===== src/core/pdc_pkg.sv =====
// Constants for the PLL phase and output gate controller.
// Assumes one 10 MHz system clock; one tick models an eighth of a VCO cycle.
package pdc_pkg;
  localparam int NUM_OUT = 4;
  localparam int DIV_W = 8;
  localparam int FPH_W = 3;
  localparam int CPH_W = 8;
  localparam int AMT_W = 20;
  localparam int ADR_W = 8;
  // ----------------------------------------
  // Timing
  // ----------------------------------------
  localparam int TICKS_PER_VCO = 8;
  localparam int SETUP_NS = 1;
  localparam int HOLD_VCO = 5;
  localparam int STEP_MIN_VCO = 4;
  localparam int CLK_NS = 100;
  localparam int LOAD_MIN_NS = 10;
  localparam int LOAD_MIN_RAW = (LOAD_MIN_NS + CLK_NS - 1) / CLK_NS;
  localparam int LOAD_MIN_CYC = (LOAD_MIN_RAW < 1) ? 1 : LOAD_MIN_RAW;
  // ----------------------------------------
  // Register map
  // ----------------------------------------
  localparam logic [7:0] ADR_CTRL = 8'h00;
  localparam logic [7:0] ADR_STAT = 8'h04;
  localparam logic [7:0] ADR_CFG0 = 8'h10;
  localparam int CTRL_ACT = 0;
  localparam int CTRL_FBK = 4;
  localparam int CTRL_FBDIV = 8;
  localparam int CFG_DIV = 0;
  localparam int CFG_FPH = 8;
  localparam int CFG_CPH = 16;
  localparam int ST_EN = 0;
  localparam int ST_PICK = 4;
  localparam int ST_DIR = 6;
  localparam int ST_FCNT = 8;
  localparam int ST_CCNT = 16;
  localparam logic [31:0] CTRL_RST = 32'h0000_010F;
  localparam logic [31:0] CTRL_MASK = 32'h0000_FFFF;
  localparam logic [31:0] CFG_RST = 32'h0001_0101;
  localparam logic [31:0] CFG_MASK = 32'h00FF_07FF;
  localparam logic [7:0] FB_DIV_MIN = 8'h01;
  localparam logic [7:0] FB_DIV_MAX = 8'h80;
  // ----------------------------------------
  // Output indices, pick codes, sync bits
  // ----------------------------------------
  localparam logic [1:0] IDX_PRI = 2'h0;
  localparam logic [1:0] IDX_SEC = 2'h1;
  localparam logic [1:0] IDX_THR = 2'h2;
  localparam logic [1:0] IDX_FOU = 2'h3;
  localparam logic [1:0] PICK_SEC = 2'h0;
  localparam logic [1:0] PICK_THR = 2'h1;
  localparam logic [1:0] PICK_FOU = 2'h2;
  localparam int SY_PICK = 0;
  localparam int SY_DIR = 2;
  localparam int SY_STEP = 3;
  localparam int SY_LOAD = 4;
  localparam int SY_GATE = 5;
  localparam int SY_W = 9;

  function automatic logic [1:0] pick_to_idx(input logic [1:0] code);
    case (code)
      PICK_SEC: pick_to_idx = IDX_SEC;
      PICK_THR: pick_to_idx = IDX_THR;
      PICK_FOU: pick_to_idx = IDX_FOU;
      default: pick_to_idx = IDX_PRI;
    endcase
  endfunction : pick_to_idx
endpackage : pdc_pkg


===== src/core/pdc_out_div.sv =====
// One output divider with phase shifting by tick count.
// Assumes shift requests are single-cycle pulses on clk_sys.
`timescale 1ns/100ps
module pdc_out_div #(
  parameter int DIV_W = 8,
  parameter int AMT_W = 20
) (
  input wire logic clk_sys,
  input wire logic reset,
  input wire logic [DIV_W-1:0] div_val,
  input wire logic shift_req,
  input wire logic shift_adv,
  input wire logic [AMT_W-1:0] shift_amt,
  output logic clk_out,
  output logic fall
);
  localparam int CW = DIV_W + 3;
  typedef struct packed {
    logic [CW-1:0] cnt;
    logic [AMT_W-1:0] stall;
    logic out;
    logic fall;
  } pdc_div_st_t;
  pdc_div_st_t q, d;
  logic [DIV_W-1:0] div_eff;
  logic [CW-1:0] per;
  logic [CW-1:0] amt_m;
  logic [CW:0] sum;

  always_comb begin
    div_eff = (div_val == '0) ? DIV_W'(1) : div_val;
    per = {div_eff, 3'h0};
    amt_m = CW'(shift_amt % AMT_W'(per));
    d = q;
    // Count runs on in the shift cycle too, so a shift moves by exactly amt_m
    if (q.stall != '0) begin
      d.stall = q.stall - AMT_W'(1);
    end else begin
      d.cnt = (q.cnt + CW'(1) >= per) ? '0 : q.cnt + CW'(1);
    end
    sum = {1'b0, d.cnt} + {1'b0, amt_m};
    if (shift_req && shift_adv) begin
      d.cnt = (sum >= {1'b0, per}) ? CW'(sum - {1'b0, per}) : sum[CW-1:0];
    end else if (shift_req) begin
      d.stall = d.stall + AMT_W'(amt_m);
    end
    d.out = d.cnt < (per >> 1);
    d.fall = q.out & ~d.out;
  end

  always_ff @(posedge clk_sys) begin
    if (reset) begin
      q <= '0;
    end else begin
      q <= d;
    end
  end

  assign clk_out = q.out;
  assign fall = q.fall;
endmodule : pdc_out_div


===== src/core/pdc_clk_gate.sv =====
// Glitchless gate for one divided output clock.
// Assumes clk_in and prim_fall come from flops on clk_sys.
`timescale 1ns/100ps
module pdc_clk_gate (
  input wire logic clk_sys,
  input wire logic reset,
  input wire logic clk_in,
  input wire logic gate_req,
  input wire logic prim_fall,
  input wire logic always_on,
  input wire logic active,
  output logic clk_out,
  output logic enabled
);
  typedef struct packed {
    logic en;
    logic arm;
    logic out;
  } pdc_gate_st_t;
  pdc_gate_st_t q, d;

  always_comb begin
    d = q;
    if (!active) begin
      d.en = 1'b0;
      d.arm = 1'b0;
    end else if (always_on) begin
      d.en = 1'b1;
      d.arm = 1'b0;
    end else if (gate_req && !q.en) begin
      // armed at primary fall; an output high then waits for its low
      if ((prim_fall || q.arm) && !clk_in) begin
        d.en = 1'b1;
        d.arm = 1'b0;
      end else if (prim_fall) begin
        d.arm = 1'b1;
      end
    end else if (!gate_req) begin
      d.arm = 1'b0;
      if (q.en && !clk_in) begin
        d.en = 1'b0;
      end
    end
    d.out = clk_in & d.en;
  end

  always_ff @(posedge clk_sys) begin
    if (reset) begin
      q <= '0;
    end else begin
      q <= d;
    end
  end

  assign clk_out = q.out;
  assign enabled = q.en;
endmodule : pdc_clk_gate


===== src/core/pdc_pll_ctrl.sv =====
// PLL dynamic phase control and output clock gating, top level.
// Assumes fabric pins are asynchronous and a classic Wishbone master.
//
// The implementer's own choices: the Wishbone register port and the register offsets.
`timescale 1ns/100ps

// Summary of operation
// - Only the output named by the pick code is adjusted.
// - Direction and pick code are latched on the step rising edge.
// - Fine step shifts by fine setting over eight times divide value.
// - Direction 0 delays; pick code 00 chooses the secondary output.
// - Delaying shifts never glitch; advancing shifts may glitch.
// - Divider shift moves phase by coarse minus divide over divide plus one.
// - Coarse and divide both 1 give no shift.
// - Each output has its own glitchless enable.
// - A disabled output is held low.
// - A re-enabled output restarts at a primary falling edge.
// - Feedback or inactive outputs ignore their enable input.
// - Feedback divide value ranges 1 to 128, default 1.
// - Codes 00,01,10,11 pick secondary, third, fourth, primary.
// - Direction 1 advances the chosen output.
// - Divider shift starts at pulse falling edge; pulse lasts 10 ns.
module pdc_pll_ctrl #(
  parameter int ADR_W = pdc_pkg::ADR_W
) (
  input wire logic clk_sys,
  input wire logic reset,
  input wire logic wb_cyc_i,
  input wire logic wb_stb_i,
  input wire logic wb_we_i,
  input wire logic [ADR_W-1:0] wb_adr_i,
  input wire logic [3:0] wb_sel_i,
  input wire logic [31:0] wb_dat_i,
  output logic [31:0] wb_dat_o,
  output logic wb_ack_o,
  input wire logic [1:0] output_pick_code,
  input wire logic shift_direction,
  input wire logic fine_step_pulse,
  input wire logic divider_shift_pulse,
  input wire logic primary_out_gate,
  input wire logic secondary_out_gate,
  input wire logic third_out_gate,
  input wire logic fourth_out_gate,
  output logic primary_out_clock,
  output logic secondary_out_clock,
  output logic third_out_clock,
  output logic fourth_out_clock
);
  localparam int N = pdc_pkg::NUM_OUT;
  localparam int AW = pdc_pkg::AMT_W;
  localparam int DW = pdc_pkg::DIV_W;

  // ----------------------------------------
  // State
  // ----------------------------------------
  typedef struct packed {
    logic [pdc_pkg::SY_W-1:0] meta;
    logic [pdc_pkg::SY_W-1:0] sync;
    logic step_prev;
    logic load_prev;
    logic [7:0] load_len;
    logic [1:0] cap_pick;
    logic cap_dir;
    logic [31:0] ctrl;
    logic [N-1:0][31:0] cfg;
    logic [7:0] fine_cnt;
    logic [7:0] crs_cnt;
    logic ack;
    logic [31:0] rdat;
  } pdc_top_st_t;

  pdc_top_st_t q, d;

  logic [pdc_pkg::SY_W-1:0] pins;
  logic step_now;
  logic load_now;
  logic step_rise;
  logic fine_fire;
  logic crs_fire;
  logic [1:0] fine_idx;
  logic [1:0] crs_idx;
  logic [N-1:0] shift_req;
  logic [N-1:0] shift_adv;
  logic [N-1:0][AW-1:0] shift_amt;
  logic [N-1:0][AW-1:0] crs_amt;
  logic [N-1:0] crs_adv;
  logic [N-1:0] div_clk;
  logic [N-1:0] div_fall;
  logic [N-1:0] gate_clk;
  logic [N-1:0] gate_en;
  logic [N-1:0] active;
  logic [N-1:0] fbk;
  logic wb_hit;
  logic [ADR_W-1:0] cfg_off;
  logic [7:0] fb_new;
  logic [31:0] wmerge;

  function automatic logic [31:0] merge_sel(
    input logic [31:0] old_val,
    input logic [31:0] new_val,
    input logic [3:0] sel,
    input logic [31:0] mask
  );
    logic [31:0] res;
    res = old_val;
    for (int b = 0; b < 4; b++) begin
      if (sel[b]) begin
        res[8*b +: 8] = new_val[8*b +: 8];
      end
    end
    merge_sel = res & mask;
  endfunction : merge_sel

  // ----------------------------------------
  // Pin gathering
  // ----------------------------------------
  always_comb begin
    pins = '0;
    pins[pdc_pkg::SY_PICK +: 2] = output_pick_code;
    pins[pdc_pkg::SY_DIR] = shift_direction;
    pins[pdc_pkg::SY_STEP] = fine_step_pulse;
    pins[pdc_pkg::SY_LOAD] = divider_shift_pulse;
    pins[pdc_pkg::SY_GATE + 0] = primary_out_gate;
    pins[pdc_pkg::SY_GATE + 1] = secondary_out_gate;
    pins[pdc_pkg::SY_GATE + 2] = third_out_gate;
    pins[pdc_pkg::SY_GATE + 3] = fourth_out_gate;
  end

  assign active = q.ctrl[pdc_pkg::CTRL_ACT +: N];
  assign fbk = q.ctrl[pdc_pkg::CTRL_FBK +: N];

  // ----------------------------------------
  // Edge detection on synchronised pins
  // ----------------------------------------
  always_comb begin
    step_now = q.sync[pdc_pkg::SY_STEP];
    load_now = q.sync[pdc_pkg::SY_LOAD];
    step_rise = step_now & ~q.step_prev;
    // Shift lands on the falling edge, using values latched at rise
    fine_fire = q.step_prev & ~step_now;
    // start on falling edge, short pulses dropped
    crs_fire = q.load_prev & ~load_now
      & (q.load_len >= 8'(pdc_pkg::LOAD_MIN_CYC));
    fine_idx = pdc_pkg::pick_to_idx(q.cap_pick);
    crs_idx = pdc_pkg::pick_to_idx(q.sync[pdc_pkg::SY_PICK +: 2]);
  end

  // ----------------------------------------
  // Per-output shift amounts
  // ----------------------------------------
  genvar gi;
  generate
    for (gi = 0; gi < N; gi++) begin : g_out
      logic [DW-1:0] dv;
      logic [pdc_pkg::CPH_W-1:0] cp;
      logic [AW-1:0] mag;

      always_comb begin
        dv = q.cfg[gi][pdc_pkg::CFG_DIV +: DW];
        if (dv == '0) begin
          dv = DW'(1);
        end
        cp = q.cfg[gi][pdc_pkg::CFG_CPH +: pdc_pkg::CPH_W];
        // coarse step in ticks; zero when equal
        if (cp >= dv) begin
          mag = AW'(cp - dv);
          crs_adv[gi] = 1'b0;
        end else begin
          mag = AW'(dv - cp);
          crs_adv[gi] = 1'b1;
        end
        crs_amt[gi] = AW'((mag * AW'(pdc_pkg::TICKS_PER_VCO) * AW'(dv)) / (AW'(dv) + AW'(1)));
      end

      always_comb begin
        shift_req[gi] = 1'b0;
        shift_adv[gi] = 1'b0;
        shift_amt[gi] = '0;
        if (fine_fire && fine_idx == 2'(gi)) begin
          shift_req[gi] = 1'b1;
          // direction 0 delays; direction 1 advances
          shift_adv[gi] = q.cap_dir;
          // fine setting ticks of 8 per VCO cycle
          shift_amt[gi] = AW'(q.cfg[gi][pdc_pkg::CFG_FPH +: pdc_pkg::FPH_W]);
        end else if (crs_fire && crs_idx == 2'(gi)) begin
          shift_req[gi] = crs_amt[gi] != '0;
          shift_adv[gi] = crs_adv[gi];
          shift_amt[gi] = crs_amt[gi];
        end
      end

      pdc_out_div #(
        .DIV_W(DW),
        .AMT_W(AW)
      ) u_div (
        .clk_sys(clk_sys),
        .reset(reset),
        .div_val(q.cfg[gi][pdc_pkg::CFG_DIV +: DW]),
        .shift_req(shift_req[gi]),
        .shift_adv(shift_adv[gi]),
        .shift_amt(shift_amt[gi]),
        .clk_out(div_clk[gi]),
        .fall(div_fall[gi])
      );

      // one gate per output; feedback ignores its enable
      pdc_clk_gate u_gate (
        .clk_sys(clk_sys),
        .reset(reset),
        .clk_in(div_clk[gi]),
        .gate_req(q.sync[pdc_pkg::SY_GATE + gi]),
        .prim_fall(div_fall[pdc_pkg::IDX_PRI]),
        .always_on(fbk[gi]),
        .active(active[gi]),
        .clk_out(gate_clk[gi]),
        .enabled(gate_en[gi])
      );
    end
  endgenerate

  // ----------------------------------------
  // Bus decode helpers
  // ----------------------------------------
  always_comb begin
    wb_hit = wb_cyc_i & wb_stb_i & ~q.ack;
    cfg_off = wb_adr_i - ADR_W'(pdc_pkg::ADR_CFG0);
    wmerge = merge_sel(q.ctrl, wb_dat_i, wb_sel_i, pdc_pkg::CTRL_MASK);
    fb_new = wmerge[pdc_pkg::CTRL_FBDIV +: 8];
  end

  // ----------------------------------------
  // Next state
  // ----------------------------------------
  always_comb begin
    d = q;
    d.meta = pins;
    // First stage feeds only the second
    d.sync = q.meta;
    d.step_prev = step_now;
    d.load_prev = load_now;
    if (load_now) begin
      if (q.load_len != 8'hFF) begin
        d.load_len = q.load_len + 8'h01;
      end
    end else begin
      d.load_len = 8'h00;
    end
    // latch direction and pick on rise
    if (step_rise) begin
      d.cap_pick = q.sync[pdc_pkg::SY_PICK +: 2];
      d.cap_dir = q.sync[pdc_pkg::SY_DIR];
    end
    if (fine_fire) begin
      d.fine_cnt = q.fine_cnt + 8'h01;
    end
    if (crs_fire) begin
      d.crs_cnt = q.crs_cnt + 8'h01;
    end
    d.ack = wb_hit;
    d.rdat = '0;
    if (wb_hit) begin
      if (wb_adr_i == ADR_W'(pdc_pkg::ADR_CTRL)) begin
        if (wb_we_i) begin
          d.ctrl = wmerge;
          if (fb_new < pdc_pkg::FB_DIV_MIN || fb_new > pdc_pkg::FB_DIV_MAX) begin
            d.ctrl[pdc_pkg::CTRL_FBDIV +: 8] = q.ctrl[pdc_pkg::CTRL_FBDIV +: 8];
          end
        end else begin
          d.rdat = q.ctrl;
        end
      end else if (wb_adr_i == ADR_W'(pdc_pkg::ADR_STAT)) begin
        if (!wb_we_i) begin
          d.rdat[pdc_pkg::ST_EN +: N] = gate_en;
          d.rdat[pdc_pkg::ST_PICK +: 2] = q.cap_pick;
          d.rdat[pdc_pkg::ST_DIR] = q.cap_dir;
          d.rdat[pdc_pkg::ST_FCNT +: 8] = q.fine_cnt;
          d.rdat[pdc_pkg::ST_CCNT +: 8] = q.crs_cnt;
        end
      end else if (wb_adr_i >= ADR_W'(pdc_pkg::ADR_CFG0)
          && cfg_off < ADR_W'(4 * N) && cfg_off[1:0] == 2'h0) begin
        if (wb_we_i) begin
          d.cfg[cfg_off[3:2]] = merge_sel(q.cfg[cfg_off[3:2]], wb_dat_i,
            wb_sel_i, pdc_pkg::CFG_MASK);
        end else begin
          d.rdat = q.cfg[cfg_off[3:2]];
        end
      end
      // Unmapped addresses still ack, reading zero
    end
  end

  // ----------------------------------------
  // Registers
  // ----------------------------------------
  always_ff @(posedge clk_sys) begin
    if (reset) begin
      q <= '0;
      q.ctrl <= pdc_pkg::CTRL_RST;
      q.cfg <= {N{pdc_pkg::CFG_RST}};
    end else begin
      q <= d;
    end
  end

  assign wb_dat_o = q.rdat;
  assign wb_ack_o = q.ack;
  assign primary_out_clock = gate_clk[pdc_pkg::IDX_PRI];
  assign secondary_out_clock = gate_clk[pdc_pkg::IDX_SEC];
  assign third_out_clock = gate_clk[pdc_pkg::IDX_THR];
  assign fourth_out_clock = gate_clk[pdc_pkg::IDX_FOU];
endmodule : pdc_pll_ctrl


===== config.mk =====
export PLATFORM = sky130hd
export DESIGN_NAME = pdc_pll_ctrl
export DESIGN_NICKNAME = d
export VERILOG_FILES = /design/src/core/pdc_pkg.sv /design/src/core/pdc_out_div.sv /design/src/core/pdc_clk_gate.sv /design/src/core/pdc_pll_ctrl.sv
export SDC_FILE = /design/constraint.sdc
export NUM_CORES = 2
export LEC_CHECK = 0
export BUFFER_PORTS_ARGS = -buffer_cell sky130_fd_sc_hd__buf_2
export CORE_MARGIN = 2
export CORE_UTILIZATION = 28
export CTS_CLUSTER_DIAMETER = 200
export DETAILED_ROUTE_END_ITERATION = 6
export PLACE_DENSITY = 0.41
export SETUP_SLACK_MARGIN = 0.2
export SLEW_MARGIN = 15
export SYNTH_ARGS = -nofsm -noshare
export SYNTH_HDL_FRONTEND = slang
export SYNTH_SLANG_ARGS = --single-unit

===== constraint.sdc =====
create_clock -name clk_sys -period 85.3 [get_ports clk_sys]
set_clock_uncertainty 0.2 [all_clocks]
set_input_delay 12.795 -clock clk_sys [delete_from_list [all_inputs] [get_ports clk_sys]]
set_output_delay 12.795 -clock clk_sys [all_outputs]
set_load 0.02 [all_outputs]

==> results.json <==
{
  "hold_start": "d[223]$_SDFF_PP0_",
  "synth.area.top_cells": "ha_1, dfxtp_1, o21a_1",
  "maxSlewViolCount": 0,
  "drcViolationCount": 0,
  "drv_cap": 0,
  "rows": 206,
  "post_cts_buffers": 0,
  "cp_common_cell": "o21a_1",
  "rr_worst_depth": 319,
  "critPathTopFamily": "compound AO/OA/AOI/OAI gates",
  "startpoint": "q[149]$_SDFFE_PP0P_",
  "ant_nets": 0,
  "netlist-cell-type-count": 139,
  "clk_pin_slew_ns": 0.06,
  "reg2reg_to": "g_out[3].u_div.clk_out$_SDFF_PP0_",
  "hpwl_um": 237200,
  "synth_commonest_cells": "ha_1, nor2_1, nand2_1",
  "cts_tree": "yes",
  "syn_inst": 11970,
  "worst_pin_slew_ns": 1.158,
  "fin_crit_ns": 78.67,
  "met2_length_um": 138300,
  "globalRouteOverflowTotal": 0,
  "endpoint_kind": "flip-flop",
  "wl_um": 291300,
  "gp_congestion": 0.8398,
  "vias_per_cell": 5.359,
  "antenna_found_initial": 11,
  "path_depth": 319,
  "cts_buffers": 43,
  "cp_num_buf_inv": 14,
  "async_reset_ff_share_pct": 0,
  "wl_met1_um": 139600,
  "boundaryPins": 95,
  "htreeDepth": 2,
  "crit_type": "reg -> reg",
  "syn_to_final_growth_pct": 7.679,
  "crit_slowest_cell": "a311oi_1",
  "crit_fanout": 37,
  "dieArea_um2": 320700,
  "die_y_um": 566.3,
  "worstPathArrival_ns": 79.02,
  "seq_area_frac_synth_pct": 6.896,
  "start_kind": "flip-flop",
  "fmax_ghz": 0.01271,
  "grt_pass1_vias": 84330,
  "rsz0062_at_grt": "yes",
  "grt_max_degree": 76,
  "avgSynthCellArea_um2": 7.396,
  "drive_above_1_share_pct": 7.244,
  "drt_pass1_iterations": 6,
  "synth_area_um2": 88540,
  "cts.path.max_buffers": 3,
  "maxUsedRoutingLayer": "met5",
  "drt_first_iter_violations": 4365,
  "yosys_register_bits": 305,
  "hold_violations": 0,
  "io_buffers": 77,
  "grt_pass1_wl_um": 465900,
  "period_share_pct": 92.23,
  "dieWidth_um": 566.3,
  "hold_class": "reg -> reg",
  "yosys_warnings": 0,
  "wl_met3_um": 6241,
  "crit_path_end": "g_out[3].u_div.clk_out$_SDFF_PP0_",
  "fin_tns_setup_ns": 0,
  "grt_usage_pct": 17.62,
  "core_area_um2": 314700,
  "r2r-start": "q[149]$_SDFFE_PP0P_",
  "layout.cells.non_filler": 16080,
  "cts.sinks": 305,
  "wire_per_inst_um": 18.12,
  "synth_top_area_share_pct": 19.30,
  "via_count": 86160,
  "synthFlopType": "dfxtp_1",
  "start_util_pct": 28.13,
  "synth_edf_count": 0,
  "yosys.area.top_type": "ha_1",
  "clock_latency_ns": 0.65,
  "cpPeakStageDelay_ns": 0.72,
  "slew_headroom_pct": 20.59,
  "rrSetupSlack_ns": 6.63,
  "holdWs_ns": 0.2358,
  "final_nets": 13570,
  "cp.required_ns": 85.65,
  "cts_root_buffer": "clkbuf_16",
  "outcome": "finished clean",
  "dp.cells": 16000,
  "finalSetupViolCount": 0,
  "yosysMostFrequentCell": "ha_1"
}
## worst reg2reg max path, delay by kind of cell, from the launching register on
family | cells | cell delay, ns
and+or+nand+nor | 83 | 19.03
muxes | 6 | 2.14
AOI/OAI and AO/OA | 181 | 43.52
buffers and inverters | 14 | 2.19
xor gates and xnor gates | 2 | 0.31
adders and majority gates | 33 | 10.93
DFF | 1 | 0.29
## worst min-delay path by stage
| stage | endpoint | slack (ns) | cells past startpoint |
|---|---|---|---|
| finish | q[223]$_SDFF_PP0_ | 0.24 | 1 |
| global route | q[223]$_SDFF_PP0_ | 0.25 | 1 |
| CTS | q[223]$_SDFF_PP0_ | 0.24 | 1 |
| detailed placement | q[228]$_SDFF_PP0_ | 0.23 | 1 |
| global placement | q[228]$_SDFF_PP0_ | 0.23 | 1 |
| floorplan | d[220]$_SDFF_PP0_ | 0.21 | 1 |
## state kept, by name (all words and copies together) (netlist names)
name,cells
fbk,4
g_out.u_gate.q,4
g_out.u_gate.enabled,4
g_out.u_gate.clk_out,4
wb_dat_o,24
active,4
wb_ack_o,1
q,88
g_out.u_div.fall,1
d,11
g_out.cp,32
g_out.u_div.clk_out,4
g_out.u_div.q,124
## timing repair
item / 4_1_cts / 5_1_grt
hold buffers: 0 / 0
endpoints found under the setup margin: 0 / 2
resized for setup: 0 / 5
## kinds of logic after synthesis
group                    share of synthesized area [%]
AND/OR/NAND/NOR                                  24.27
AO/OA/AOI/OAI                                    26.65
adder cells (fa/ha/maj)                          25.37
buffers and inverters                            5.077
XOR/XNOR                                         5.848
multiplexers                                     5.879
flip-flops                                       6.896
other                                         0.004235
## cell usage in the layout, fill, tap and decap left out, types with 196 or more instances in the layout
cell type | synthesis | final
dfxtp_1 | 305 | 305
mux2_2 | 224 | 224
ha_1 | 1366 | 1366
nor2b_1 | 196 | 196
xnor2_1 | 366 | 342
xor2_1 | 220 | 220
a21oi_1 | 675 | 673
inv_1 | 710 | 710
mux2i_1 | 197 | 197
and2_1 | 220 | 219
fa_1 | 264 | 264
nor2_1 | 1263 | 1258
nor3_1 | 770 | 769
o21ai_0 | 533 | 531
nand3_1 | 209 | 209
o21a_1 | 733 | 733
o31ai_1 | 297 | 297
nand2_1 | 957 | 957
a21o_1 | 223 | 223
## metal layers
metal  global-route usage, %  vias up
met5                       0        -
met4                   4.098        2
met3                  0.8806      253
met2                   31.09     1103
met1                   23.42    41130
li1                        -    43670
## final cells by class
type                            count  area, um^2
Fill cell                       33810      219400
Antenna cell                        3       7.507
Inverter                          715        2684
Timing Repair Buffer              251        1702
Tap cell                         4160        5205
Clock inverter                     16       170.2
Clock buffer                       58        1192
Multi-Input combinational cell  10570       78270
Sequential cell                   305        6106
## metrics by stage
step	instance area, um^2	utilization, %	setup slack (ns)
final	95340	30.29	6.630
after global routing	95340	30.29	0.1731
after CTS	95300	30.28	6.186
after detailed placement	93940	29.85	6.435
after global placement	93940	29.85	7.224
after floorplan	88570	-	18.64
Power is not shown: default switching activity piles up to over one toggle a cycle in this logic, so the estimate is an artifact.
